File: src/rtl/flag_ops_regs.vh
`ifndef FLAG_OPS_REGS_VH
`define FLAG_OPS_REGS_VH

// Register byte addresses on the AXI4-Lite port.
`define ADDR_FLAGS       8'h00
`define ADDR_CONTROL0    8'h04
`define ADDR_PRIV        8'h08
`define ADDR_OPCODE      8'h0C
`define ADDR_MOVE_SRC    8'h10
`define ADDR_MOVE_DST    8'h14
`define ADDR_SRC_INDEX   8'h18
`define ADDR_DST_INDEX   8'h1C
`define ADDR_EVENT       8'h20
`define ADDR_STATUS      8'h24

// Field positions in the flags register.
`define FL_CARRY         0
`define FL_PARITY        2
`define FL_AUX           4
`define FL_ZERO          6
`define FL_SIGN          7
`define FL_INT_EN        9
`define FL_DIR           10
`define FL_OVERFLOW      11
`define FL_VM            17
`define FLAGS_MASK       32'h00020ED5
`define FLAGS_RESET      32'h00000000

// Field positions in control register zero.
`define CR0_PE           0
`define CR0_TS           3
`define CR0_RESET        32'h00000000

// Privilege register fields.
`define PRIV_CPL_LO      0
`define PRIV_IO_PRIVILEGE_LEVEL_LO     4

// Opcode register fields.
`define OPC_ESCAPE       8
`define OPC_SIZE32       9
`define OPC_BYTE_OPND    10

// Event register fields.
`define EV_TASK_SWITCH   0
`define EV_STRING_STEP   1
`define EV_STEP_LO       2

// Status register fields.
`define ST_BUSY          0
`define ST_GP_FAULT      1
`define ST_MOVE_TAKEN    2
`define ST_UNSUPPORTED   3

// Opcode bytes.
`define OP_CLEAR_DIR     8'hFC
`define OP_CLEAR_INT     8'hFA
`define OP_INVERT_CARRY  8'hF5
`define OP_CLEAR_TS      8'h06
`define OP_CMOV_HI       4'h4

// Error code delivered with a general protection fault.
`define GP_ERROR_CODE    16'h0000

// AXI responses.
`define RESP_OKAY        2'b00
`define RESP_SLVERR      2'b10

`endif

File: src/rtl/cmov_condition.v
`timescale 1ns/1ps
`include "flag_ops_regs.vh"

module cmov_condition (
	input  wire [3:0] cond_code,
	input  wire       carry_flag,
	input  wire       zero_flag,
	input  wire       sign_flag,
	input  wire       overflow_flag,
	input  wire       parity_flag,
	output reg        cond_true
);

	// Condition table for the conditional move opcodes 0F 40 to 0F 4F.
	always @* begin
		case (cond_code)
			4'h0: cond_true = overflow_flag;
			4'h1: cond_true = ~overflow_flag;
			4'h2: cond_true = carry_flag;
			4'h3: cond_true = ~carry_flag;
			4'h4: cond_true = zero_flag;
			4'h5: cond_true = ~zero_flag;
			4'h6: cond_true = carry_flag | zero_flag;
			4'h7: cond_true = ~carry_flag & ~zero_flag;
			4'h8: cond_true = sign_flag;
			4'h9: cond_true = ~sign_flag;
			4'hA: cond_true = parity_flag;
			4'hB: cond_true = ~parity_flag;
			4'hC: cond_true = sign_flag ^ overflow_flag;
			4'hD: cond_true = ~(sign_flag ^ overflow_flag);
			4'hE: cond_true = zero_flag | (sign_flag ^ overflow_flag);
			4'hF: cond_true = ~zero_flag & ~(sign_flag ^ overflow_flag);
			default: cond_true = 1'b0;
		endcase
	end

endmodule

File: src/rtl/flag_ops_and_cond_move.v
`timescale 1ns/1ps
`include "flag_ops_regs.vh"

module flag_ops_and_cond_move (
	input  wire        aclk,
	input  wire        aresetn,
	input  wire [7:0]  s_axi_awaddr,
	input  wire        s_axi_awvalid,
	output reg         s_axi_awready,
	input  wire [31:0] s_axi_wdata,
	input  wire [3:0]  s_axi_wstrb,
	input  wire        s_axi_wvalid,
	output reg         s_axi_wready,
	output reg  [1:0]  s_axi_bresp,
	output reg         s_axi_bvalid,
	input  wire        s_axi_bready,
	input  wire [7:0]  s_axi_araddr,
	input  wire        s_axi_arvalid,
	output reg         s_axi_arready,
	output reg  [31:0] s_axi_rdata,
	output reg  [1:0]  s_axi_rresp,
	output reg         s_axi_rvalid,
	input  wire        s_axi_rready,
	input  wire        intr_req,
	input  wire        nmi_req,
	output reg         intr_take,
	output reg         nmi_take,
	output reg         general_protection_fault,
	output reg  [15:0] fault_error_code
);

	localparam [1:0] ST_IDLE = 2'b01;
	localparam [1:0] ST_EXEC = 2'b10;

	reg  [1:0]  state_q;
	reg  [31:0] flags_q;
	reg  [31:0] control0_q;
	reg  [31:0] priv_q;
	reg  [31:0] opcode_q;
	reg  [31:0] move_src_q;
	reg  [31:0] move_dst_q;
	reg  [31:0] src_index_q;
	reg  [31:0] dst_index_q;
	reg  [3:0]  status_q;
	reg  [7:0]  waddr_q;
	reg  [31:0] wdata_q;
	reg  [3:0]  wstrb_q;
	reg         aw_full_q;
	reg         w_full_q;
	reg  [1:0]  intr_sync_q;
	reg  [1:0]  nmi_sync_q;
	wire        cond_true;
	wire        do_write;
	wire [31:0] wmerge_flags;
	wire [31:0] wmerge_control0;
	wire [31:0] wmerge_priv;
	wire [31:0] wmerge_src;
	wire [31:0] wmerge_dst;
	wire [31:0] wmerge_sidx;
	wire [31:0] wmerge_didx;
	wire [31:0] event_word;
	wire [31:0] step_size;
	wire [7:0]  op_byte;
	wire        op_escape;
	wire        is_cmov;
	wire        cli_ok;
	wire        clear_task_switched_op_ok;

	// Byte-lane merge of a write into the current register value.
	function [31:0] merge;
		input [31:0] old_val;
		input [31:0] new_val;
		input [3:0]  strb;
		integer      i;
		begin
			merge = old_val;
			for (i = 0; i < 4; i = i + 1) begin
				if (strb[i]) begin
					merge[i*8 +: 8] = new_val[i*8 +: 8];
				end
			end
		end
	endfunction

	// Interrupt-enable clear permission from mode and privilege levels.
	function cli_allowed;
		input       pe;
		input       vm;
		input [1:0] current_privilege_level;
		input [1:0] io_privilege_level;
		begin
			if (!pe) begin
				cli_allowed = 1'b1;
			end else if (!vm) begin
				cli_allowed = (current_privilege_level <= io_privilege_level);
			end else begin
				cli_allowed = (io_privilege_level == 2'd3);
			end
		end
	endfunction

	// Task-switched clear is privileged outside real mode.
	function clear_task_switched_op_allowed;
		input       pe;
		input [1:0] current_privilege_level;
		begin
			clear_task_switched_op_allowed = !pe || (current_privilege_level == 2'd0);
		end
	endfunction

	assign do_write        = aw_full_q && w_full_q && !s_axi_bvalid;
	assign wmerge_flags    = merge(flags_q, wdata_q, wstrb_q) & `FLAGS_MASK;
	assign wmerge_control0 = merge(control0_q, wdata_q, wstrb_q);
	assign wmerge_priv     = merge(priv_q, wdata_q, wstrb_q) & 32'h00000033;
	assign wmerge_src      = merge(move_src_q, wdata_q, wstrb_q);
	assign wmerge_dst      = merge(move_dst_q, wdata_q, wstrb_q);
	assign wmerge_sidx     = merge(src_index_q, wdata_q, wstrb_q);
	assign wmerge_didx     = merge(dst_index_q, wdata_q, wstrb_q);
	assign event_word      = merge(32'h00000000, wdata_q, wstrb_q);
	assign op_byte         = opcode_q[7:0];
	assign op_escape       = opcode_q[`OPC_ESCAPE];
	assign is_cmov         = op_escape && (op_byte[7:4] == `OP_CMOV_HI);
	assign cli_ok          = cli_allowed(control0_q[`CR0_PE], flags_q[`FL_VM],
	                                     priv_q[`PRIV_CPL_LO +: 2], priv_q[`PRIV_IO_PRIVILEGE_LEVEL_LO +: 2]);
	assign clear_task_switched_op_ok         = clear_task_switched_op_allowed(control0_q[`CR0_PE], priv_q[`PRIV_CPL_LO +: 2]);

	// Element size of one string step: 1, 2 or 4 bytes.
	assign step_size = (event_word[`EV_STEP_LO +: 2] == 2'd2) ? 32'h00000004 :
	                   (event_word[`EV_STEP_LO +: 2] == 2'd1) ? 32'h00000002 : 32'h00000001;

	cmov_condition u_cond (
		.cond_code     (op_byte[3:0]),
		.carry_flag    (flags_q[`FL_CARRY]),
		.zero_flag     (flags_q[`FL_ZERO]),
		.sign_flag     (flags_q[`FL_SIGN]),
		.overflow_flag (flags_q[`FL_OVERFLOW]),
		.parity_flag   (flags_q[`FL_PARITY]),
		.cond_true     (cond_true)
	);

	// Two-flop synchronisers for the interrupt request pins.
	always @(posedge aclk) begin
		if (!aresetn) begin
			intr_sync_q <= 2'b00;
			nmi_sync_q  <= 2'b00;
		end else begin
			intr_sync_q <= {intr_sync_q[0], intr_req};
			nmi_sync_q  <= {nmi_sync_q[0], nmi_req};
		end
	end

	// Interrupt acceptance; the maskable path looks at the enable, the NMI path never does.
	always @(posedge aclk) begin
		if (!aresetn) begin
			intr_take <= 1'b0;
			nmi_take  <= 1'b0;
		end else begin
			intr_take <= intr_sync_q[1] && flags_q[`FL_INT_EN] && (state_q == ST_IDLE);
			nmi_take  <= nmi_sync_q[1];
		end
	end

	// Write address and data channels, accepted in either order.
	always @(posedge aclk) begin
		if (!aresetn) begin
			s_axi_awready <= 1'b1;
			s_axi_wready  <= 1'b1;
			s_axi_bvalid  <= 1'b0;
			s_axi_bresp   <= `RESP_OKAY;
			aw_full_q     <= 1'b0;
			w_full_q      <= 1'b0;
			waddr_q       <= 8'h00;
			wdata_q       <= 32'h00000000;
			wstrb_q       <= 4'h0;
		end else begin
			if (s_axi_awvalid && s_axi_awready) begin
				waddr_q       <= s_axi_awaddr;
				aw_full_q     <= 1'b1;
				s_axi_awready <= 1'b0;
			end
			if (s_axi_wvalid && s_axi_wready) begin
				wdata_q      <= s_axi_wdata;
				wstrb_q      <= s_axi_wstrb;
				w_full_q     <= 1'b1;
				s_axi_wready <= 1'b0;
			end
			if (do_write) begin
				aw_full_q    <= 1'b0;
				w_full_q     <= 1'b0;
				s_axi_bvalid <= 1'b1;
				case (waddr_q)
					`ADDR_FLAGS, `ADDR_CONTROL0, `ADDR_PRIV, `ADDR_OPCODE, `ADDR_MOVE_SRC,
					`ADDR_MOVE_DST, `ADDR_SRC_INDEX, `ADDR_DST_INDEX, `ADDR_EVENT: begin
						s_axi_bresp <= `RESP_OKAY;
					end
					default: begin
						s_axi_bresp <= `RESP_SLVERR;
					end
				endcase
			end
			if (s_axi_bvalid && s_axi_bready) begin
				s_axi_bvalid  <= 1'b0;
				s_axi_awready <= 1'b1;
				s_axi_wready  <= 1'b1;
			end
		end
	end

	// Read channel; one read in flight, data registered with the valid.
	always @(posedge aclk) begin
		if (!aresetn) begin
			s_axi_arready <= 1'b1;
			s_axi_rvalid  <= 1'b0;
			s_axi_rdata   <= 32'h00000000;
			s_axi_rresp   <= `RESP_OKAY;
		end else begin
			if (s_axi_arvalid && s_axi_arready) begin
				s_axi_arready <= 1'b0;
				s_axi_rvalid  <= 1'b1;
				s_axi_rresp   <= `RESP_OKAY;
				case (s_axi_araddr)
					`ADDR_FLAGS:     s_axi_rdata <= flags_q;
					`ADDR_CONTROL0:  s_axi_rdata <= control0_q;
					`ADDR_PRIV:      s_axi_rdata <= priv_q;
					`ADDR_OPCODE:    s_axi_rdata <= opcode_q;
					`ADDR_MOVE_SRC:  s_axi_rdata <= move_src_q;
					`ADDR_MOVE_DST:  s_axi_rdata <= move_dst_q;
					`ADDR_SRC_INDEX: s_axi_rdata <= src_index_q;
					`ADDR_DST_INDEX: s_axi_rdata <= dst_index_q;
					`ADDR_EVENT:     s_axi_rdata <= 32'h00000000;
					`ADDR_STATUS:    s_axi_rdata <= {`GP_ERROR_CODE, 12'h000, status_q};
					default: begin
						s_axi_rdata <= 32'h00000000;
						s_axi_rresp <= `RESP_SLVERR;
					end
				endcase
			end
			if (s_axi_rvalid && s_axi_rready) begin
				s_axi_rvalid  <= 1'b0;
				s_axi_arready <= 1'b1;
			end
		end
	end

	// Register file and instruction execution. An opcode write is executed on the next edge,
	// and every flag it touches is updated on that one edge, so no half-updated state is seen.
	// Bus writes cannot land on the execute edge because the write response is still pending.
	always @(posedge aclk) begin
		if (!aresetn) begin
			state_q                  <= ST_IDLE;
			flags_q                  <= `FLAGS_RESET;
			control0_q               <= `CR0_RESET;
			priv_q                   <= 32'h00000000;
			opcode_q                 <= 32'h00000000;
			move_src_q               <= 32'h00000000;
			move_dst_q               <= 32'h00000000;
			src_index_q              <= 32'h00000000;
			dst_index_q              <= 32'h00000000;
			status_q                 <= 4'h0;
			general_protection_fault <= 1'b0;
			fault_error_code         <= `GP_ERROR_CODE;
		end else begin
			general_protection_fault <= 1'b0;
			case (state_q)
				ST_IDLE: begin
					if (do_write) begin
						case (waddr_q)
							`ADDR_FLAGS:     flags_q     <= wmerge_flags;
							`ADDR_CONTROL0:  control0_q  <= wmerge_control0;
							`ADDR_PRIV:      priv_q      <= wmerge_priv;
							`ADDR_MOVE_SRC:  move_src_q  <= wmerge_src;
							`ADDR_MOVE_DST:  move_dst_q  <= wmerge_dst;
							`ADDR_SRC_INDEX: src_index_q <= wmerge_sidx;
							`ADDR_DST_INDEX: dst_index_q <= wmerge_didx;
							`ADDR_OPCODE: begin
								opcode_q <= merge(opcode_q, wdata_q, wstrb_q) & 32'h000007FF;
								status_q <= 4'h1;
								state_q  <= ST_EXEC;
							end
							`ADDR_EVENT: begin
								if (event_word[`EV_TASK_SWITCH]) begin
									control0_q[`CR0_TS] <= 1'b1;
								end
								if (event_word[`EV_STRING_STEP]) begin
									if (!flags_q[`FL_DIR]) begin
										src_index_q <= src_index_q + step_size;
										dst_index_q <= dst_index_q + step_size;
									end else begin
										src_index_q <= src_index_q - step_size;
										dst_index_q <= dst_index_q - step_size;
									end
								end
							end
							default: begin
								state_q <= ST_IDLE;
							end
						endcase
					end
				end
				ST_EXEC: begin
					state_q            <= ST_IDLE;
					status_q[`ST_BUSY] <= 1'b0;
					if (!op_escape && op_byte == `OP_CLEAR_DIR) begin
						flags_q[`FL_DIR] <= 1'b0;
					end else if (!op_escape && op_byte == `OP_INVERT_CARRY) begin
						flags_q[`FL_CARRY] <= ~flags_q[`FL_CARRY];
					end else if (!op_escape && op_byte == `OP_CLEAR_INT) begin
						if (cli_ok) begin
							flags_q[`FL_INT_EN] <= 1'b0;
						end else begin
							general_protection_fault <= 1'b1;
							fault_error_code         <= `GP_ERROR_CODE;
							status_q[`ST_GP_FAULT]   <= 1'b1;
						end
					end else if (op_escape && op_byte == `OP_CLEAR_TS) begin
						if (clear_task_switched_op_ok) begin
							control0_q[`CR0_TS] <= 1'b0;
						end else begin
							general_protection_fault <= 1'b1;
							fault_error_code         <= `GP_ERROR_CODE;
							status_q[`ST_GP_FAULT]   <= 1'b1;
						end
					end else if (is_cmov) begin
						if (opcode_q[`OPC_BYTE_OPND]) begin
							status_q[`ST_UNSUPPORTED] <= 1'b1;
						end else if (cond_true) begin
							status_q[`ST_MOVE_TAKEN] <= 1'b1;
							if (opcode_q[`OPC_SIZE32]) begin
								move_dst_q <= move_src_q;
							end else begin
								move_dst_q[15:0] <= move_src_q[15:0];
							end
						end
						// A false condition leaves the destination alone and returns to idle.
					end else begin
						status_q[`ST_UNSUPPORTED] <= 1'b1;
					end
				end
				default: begin
					state_q <= ST_IDLE;
				end
			endcase
		end
	end

endmodule

File: config.mk
export PLATFORM = sky130hd
export DESIGN_NAME = flag_ops_and_cond_move
export DESIGN_NICKNAME = d
export VERILOG_FILES = /design/src/rtl/cmov_condition.v /design/src/rtl/flag_ops_and_cond_move.v
export VERILOG_INCLUDE_DIRS = /design/src /design/src/rtl
export SDC_FILE = /design/constraint.sdc
export NUM_CORES = 1
export LEC_CHECK = 0
export BUFFER_PORTS_ARGS = -buffer_cell sky130_fd_sc_hd__buf_2
export CAP_MARGIN = 20
export CORE_MARGIN = 2
export CORE_UTILIZATION = 35
export DETAILED_ROUTE_END_ITERATION = 8
export GPL_ROUTABILITY_DRIVEN = 0
export MAX_ROUTING_LAYER = met4
export SYNTH_ARGS = -nofsm -noshare
export SYNTH_HDL_FRONTEND = slang
export SYNTH_SLANG_ARGS = --single-unit
File: constraint.sdc
create_clock -name aclk -period 8.04 [get_ports aclk]
set_input_delay 1.608 -clock aclk [delete_from_list [all_inputs] [get_ports aclk]]
set_output_delay 1.608 -clock aclk [all_outputs]
set_load 0.02 [all_outputs]
# ---- Word level (Yosys, flattened, before mapping)
# Index checks and enable logic that the tools add are counted.
dict set report totals {
  out_inout_bits 60
  word_cells 306
  reg_bits 300
}
dict set report classes {
  n_addsub 4
  n_eq_ne 82
  bitwise_logic 16
  n_lt_le_gt_ge 1
  mux 79
  reduce_logical 70
}
# operator n
set ops {}
lappend ops {{2-to-1 mux 32 bit} 13}
lappend ops {{one-hot mux 32 bit (9 select lines)} 1}
lappend ops {{one-hot mux 32 bit (2 select lines)} 3}
lappend ops {{2-to-1 mux 16 bit} 5}
lappend ops {{adder 32 x 3 -> 32 bit} 2}
lappend ops {{equality test 8 x 5 -> 1 bit, second input constant} 8}
lappend ops {{subtractor 32 x 3 -> 32 bit} 2}
lappend ops {{!= test 2 bit, second input constant} 29}
lappend ops {{AND reduction 4 bit} 14}
lappend ops {{AND reduction 5 bit} 9}
lappend ops {{2-to-1 mux 8 bit} 5}
lappend ops {{equality test 4 bit, second input constant} 8}
lappend ops {{equality test 8 x 4 -> 1 bit, second input constant} 4}
lappend ops {{2-to-1 mux 1 bit} 28}
lappend ops {{equality test 8 x 3 -> 1 bit, second input constant} 3}
lappend ops {{equality test 8 x 6 -> 1 bit, second input constant} 3}
lappend ops {{equality test 8 bit, second input constant} 3}
lappend ops {{AND reduction 12 bit} 2}
lappend ops {{AND reduction 8 bit} 3}
lappend ops {{2-to-1 mux 11 bit} 2}
lappend ops {{AND reduction 11 bit} 2}
lappend ops {{equality test 4 x 3 -> 1 bit, second input constant} 5}
lappend ops {{2-to-1 mux 4 bit} 5}
lappend ops {{AND reduction 10 bit} 2}
lappend ops {{33 further kinds} 91}

# ---- Longest topological paths before layout
dict set report depth {
  depth_word 12
  mapped_depth 18
}

# ---- Hierarchy
# A second synthesis with hierarchy kept.
dict set report hier_totals {
  cells_unflattened 2048
  hier_area_um2 15951.5
}
# mod cells_each n_inst area_each_um2 seq_area_each_um2
set by_module_without_submodules {}
lappend by_module_without_submodules {flag_ops_and_cond_move 2028 1 15791.4 5645.4}
lappend by_module_without_submodules {cmov_condition 20 1 160.2 0.0}

# ---- Least setup slack after synthesis
# Ideal clock, no wire load.
dict set report synth_path {
  path_type {register -> register}
  start {register flags_q[10]}
  end {register dst_index_q[12]}
  path_stages_with_launch 14
  setup_slack_ns 3.652
  t_arrival_ns 4.298
  n_path_buf 1
  path_cell_list {dfxtp_1 > buf_2 > mux2_2 > xnor2_1 > ha_1 > o21ai_0 > nand2b_1 > o221ai_1 > o21ai_1 > a311o_1 > a31oi_1 > xnor2_1 > nand2_1 > a311oi_1}
}
dict set report synth_between {
  elab_chain_cells 3
}
# item line
set synth_lines {}
lappend synth_lines {{start, declared} flag_ops_and_cond_move.v:36} ;# reg [31:0] flags_q;
lappend synth_lines {{start signal, assigned} flag_ops_and_cond_move.v:251} ;# flags_q <= `FLAGS_RESET;
lappend synth_lines {{start signal, assigned} flag_ops_and_cond_move.v:268} ;# `ADDR_FLAGS: flags_q <= wmerge_flags;
lappend synth_lines {{start signal, assigned by index} flag_ops_and_cond_move.v:306} ;# flags_q[`FL_CARRY] <= ~flags_q[`FL_CARRY];
lappend synth_lines {{2-to-1 mux 32 bit} flag_ops_and_cond_move.v:285} ;# if (!flags_q[`FL_DIR]) begin
lappend synth_lines {{2-to-1 mux 32 bit} flag_ops_and_cond_move.v:284} ;# if (event_word[`EV_STRING_STEP]) begin
lappend synth_lines {{one-hot mux 32 bit (2 select lines)} flag_ops_and_cond_move.v:267} ;# case (waddr_q)
lappend synth_lines {{end signal, assigned} flag_ops_and_cond_move.v:274} ;# `ADDR_DST_INDEX: dst_index_q <= wmerge_didx;
lappend synth_lines {{end signal, assigned} flag_ops_and_cond_move.v:287} ;# dst_index_q <= dst_index_q + step_size;
lappend synth_lines {{end signal, assigned} flag_ops_and_cond_move.v:290} ;# dst_index_q <= dst_index_q - step_size;
lappend synth_lines {{end, declared} flag_ops_and_cond_move.v:43} ;# reg [31:0] dst_index_q;
# Every way passes these cells. The select of a mux whose other input is x is not followed.
# A chain may end at the register's enable or synchronous reset.

# ---- Worst setup path after layout
dict set report layout_path {
  start {register wstrb_q[0]}
  end {register src_index_q[26]}
}
dict set report layout_between {
  elab_chain_cells 8
  elab_cells_between_ends 12
  classes_between {add/sub (2); eq/ne (3); mux (6); reduce/logical (1)}
}
# item line
set layout_lines {}
lappend layout_lines {{start, declared} flag_ops_and_cond_move.v:47} ;# reg [3:0] wstrb_q;
lappend layout_lines {{start signal, assigned} flag_ops_and_cond_move.v:183} ;# wstrb_q <= s_axi_wstrb;
lappend layout_lines {{2-to-1 mux 4 bit (*)} flag_ops_and_cond_move.v:78} ;# if (strb[i]) begin
lappend layout_lines {{equality test 2 x 1 -> 1 bit} flag_ops_and_cond_move.v:129} ;# (event_word[`EV_STEP_LO +: 2] == 2'd1) ? 32'h00000002 : 32'h00000001;
lappend layout_lines {{2-to-1 mux 2 bit} flag_ops_and_cond_move.v:129}
lappend layout_lines {{2-to-1 mux 3 bit} flag_ops_and_cond_move.v:128} ;# assign step_size = (event_word[`EV_STEP_LO +: 2] == 2'd2) ? 32'h00000004 :
lappend layout_lines {{adder 32 x 3 -> 32 bit or subtractor 32 x 3 -> 32 bit (tied branches)} {flag_ops_and_cond_move.v:286, flag_ops_and_cond_move.v:289}}
lappend layout_lines {{2-to-1 mux 32 bit} flag_ops_and_cond_move.v:285}
lappend layout_lines {{2-to-1 mux 32 bit} flag_ops_and_cond_move.v:284}
lappend layout_lines {{one-hot mux 32 bit (2 select lines)} flag_ops_and_cond_move.v:267}
lappend layout_lines {{end signal, assigned} flag_ops_and_cond_move.v:273} ;# `ADDR_SRC_INDEX: src_index_q <= wmerge_sidx;
lappend layout_lines {{end signal, assigned} flag_ops_and_cond_move.v:286} ;# src_index_q <= src_index_q + step_size;
lappend layout_lines {{end signal, assigned} flag_ops_and_cond_move.v:289} ;# src_index_q <= src_index_q - step_size;
lappend layout_lines {{end, declared} flag_ops_and_cond_move.v:42} ;# reg [31:0] src_index_q;
# Every way passes the cells marked *; elsewhere a longest branch is shown, timed or not. The select of a mux whose other input is x is not followed.

==> results.tsv <==
stage	metric	value	unit
status	outcome	completed	
timing	Worst Hold Margin	434.8	ps
route	router iterations before antenna repair	7	
clocking	clock sinks	282	
yosys	#FFs+latches synth	282	
power_and_ir_drop	Max VDD drop	0.0001916	V
cells_and_area	layout cells sized above 1	9.566	%
cells_and_area	post-layout util	39.12	%
critical_path	Arr. time, crit path	4780	ps
critical_path	Worst Reg-to-Reg Cells	15	
global_route	vias in the first global route	13970	
yosys	count leader, synth	nand2_1	
die	Chip Width	217.1	um
timing	Fin. Hold Viols	0	
die	Starting Density	35.24	%
cells_and_area	fillers	4619	
clocking	root buffer selected by CTS	clkbuf_16	
clocking	Post-CTS Setup Repair Bufs	0	
die	IO Pins	121	
critical_path	crit path kind	reg -> reg	
global_route	largest net degree at the start of global routing	139	
yosys	area leader, netlist	dfxtp_1	
clocking	# H-tree levels	1	
cells_and_area	area grow syn2layout	11.03	%
yosys	synthesized area	0.01589	sq mm
die	Rows	78	
timing	Tmin final	4327	ps
placement	Port Buffer Count	102	
critical_path	r2r endpoint	src_index_q[26]	
run	Max-cap violations	0	
die	Die Y	217.1	um
min_path	hold_sp	intr_sync_q[0]	
timing	Worst slew margin	26.79	%
critical_path	data required time of the worst path	8490	ps
yosys	post-synthesis xor/xnor area fraction	3.032	%
critical_path	R2R Setup Slk	3710	ps
yosys	Primary FF master, synth	dfxtp_1	
placement	dpl hpwl	36.33	mm
critical_path	CP startpoint kind	flop	
placement	dpl cells	2600	
yosys	post-synthesis sequential area ratio	35.53	%
yosys	Mapped Cells	2009	
route	WL per Instance	19.28	um
clocking	# hold bufs at CTS	0	
yosys	largest family of logic cells by synthesized area	compound AO/OA/AOI/OAI gates	
route	DRT antenna net count	0	
route	drt drc	0	
yosys	Post-synth EDFFs	0	
route	Total Wirelength	51.09	mm
yosys	Synth Area in Compound Gates	24.66	%
cells_and_area	NumNets Final	2157	
clocking	Clock transition at path regs	60	ps
min_path	Min-Delay Endpoint	intr_sync_q[1]	
global_route	gr ovfl total	0	
timing	Worst Clk Skew	24.24	ps
yosys	Synth Warn #	0	
global_route	GRT Total Usage	21.81	%
yosys	mux contribution to synthesized area	6.009	%
die	Core ar.	0.04509	sq mm
timing	count of pins over their slew limit	0	
clocking	CTS tree	yes	
global_route	first-pass GRT wire length	80.31	mm
clocking	Resize count post-CTS	0	
yosys	Post-synth ARST share	0	%
timing	Tightest Pin Transition	1094	ps
critical_path	Critical Path Sink Type	flop	
yosys	Post-Synth Simple-Gate Area	20.53	%
route	drt via density	5.752	
yosys	Synth top area share	35.53	%
yosys	Post-Synth Adder-Cell Area	5.332	%
clocking	later-pin clock latency in the skew report	570	ps
cells_and_area	fin cells	2650	
min_path	WHS Path Cells	1	
clocking	total CTS buffers	28	
timing	Setup-failing EPs final	0	
yosys	top cells by area, synth	dfxtp_1, nand2_1, nor2_1	
route	DR vias	15240	
timing	Max Clk Rate	231.1	MHz
cells_and_area	Design Area, Final	0.01764	sq mm
placement	placed cell area	0.01672	sq mm
clocking	CTS max path bufs	3	
yosys	post-synthesis average cell area	7.908	sq um
yosys	Synth cell types	79	
yosys	Post-synth top cells	nand2_1, dfxtp_1, nor2_1	
timing	unrepaired setup endpoints after global routing	no	
route	Initial DRC Count	1600	
critical_path	reg2reg start	wstrb_q[0]	
timing	setup TNS	0	ps
die	die area	0.04711	sq mm
critical_path	Critical Path Fanout Max	9	
min_path	Hold WC Path Type	reg -> reg	
global_route	initial antenna violation count	1	
power_and_ir_drop	Power Dens Cells	166.1	mW/mm^2
power_and_ir_drop	leakage power	0.006855	uW
timing	Tcrit/Tclk final	53.82	%
-- worst max path at each step --
stage                     slack [ps]   startpoint              end
after floorplan                 3650  flags_q[10]  dst_index_q[12]
after global placement          3910      aresetn     s_axi_wready
after detailed placement        3770   wstrb_q[0]  src_index_q[26]
after CTS                       3740   wstrb_q[0]  src_index_q[26]
after global routing            3230   wstrb_q[0]  src_index_q[26]
final                           3710   wstrb_q[0]  src_index_q[26]
-- critical path: stages (launching register included) --
cell      delay [ps]
dfxtp_1          500
nand2_1          240
inv_1            130
ha_1             350
inv_1            140
mux2_2           310
xnor2_1          130
ha_1             220
o31ai_1          540
a21oi_1          190
o21ai_1          350
nand3_1          160
a311oi_1         390
xnor2_1          180
nand2_1           80
a311oi_1         300
-- routing by layer --
metal / vias up / global-route usage (%) / wire length (um)
met5: - / - / 0
met4: 0 / 6.164 / 1287
met3: 71 / 2.446 / 3847
met2: 621 / 32.46 / 21900
met1: 7263 / 31.08 / 24060
li1: 7287 / - / -
-- flip-flops by register name (all words and copies together) (netlist names), 4 cells and up --
name and flops:
control0_q 32, dst_index_q 32, move_dst_q 32, move_src_q 32
s_axi_rdata 32, src_index_q 32, wdata_q 32, opcode_q 11
flags_q 9, waddr_q 8, priv_q 4, status_q 4
wstrb_q 4
-- through the flow --
step	power (uW)	setup slack, ps
after floorplan	1571	3652
after global placement	1628	3910
after detailed placement	1630	3773
after CTS	2950	3737
after global routing	3011	3227
final	2929	3713
-- cells in the final DEF (no fill, tap or decap), drive strengths merged, types with 9 or more instances in the layout --
cell and count:
nand2b 19, o21a 10, a211oi 12, o21bai 10, nand2 312, a311oi 36
nor3 16, xor2 18, clkbuf 40, ha 66, nor2b 13, a21oi 146
a21o 47, dfxtp 282, and3 13, nand4 21, xnor2 37, a222oi 25
mux2i 92, a31oi 58, a22oi 83, conb 18, inv 27, and2 12
or3 9, nor4 10, o21ai 103, nor2 251, buf 121, nand3 48
-- cell type report --
class | count | area, sq um | share of cell area [%]
sequential | 282 | 5647 | 32.01
clock inverter | 9 | 111.4 | 0.6313
antenna | 1 | 2.502 | 0.01419
multi-input combinational | 1570 | 9562 | 54.21
timing repair buffer | 121 | 653.1 | 3.703
tap | 600 | 750.7 | 4.256
inverter | 27 | 106.4 | 0.6029
clock buffer | 40 | 807.0 | 4.575
-- power by group --
group          switching (uW)  internal (uW)  total [uW]
Combinational             112           41.6         153
Sequential               33.0           1420        1450
Clock                     567            761        1330
Total                     711           2220        2930
-- logic make-up after synthesis --
group,count (synthesis)
AO/OA/AOI/OAI,586
flip-flops,282
adder cells (fa/ha/maj),68
AND/OR/NAND/NOR,748
buffers and inverters,174
XOR/XNOR,55
other,1
multiplexers,95
Power figures use the tool's default switching activity.
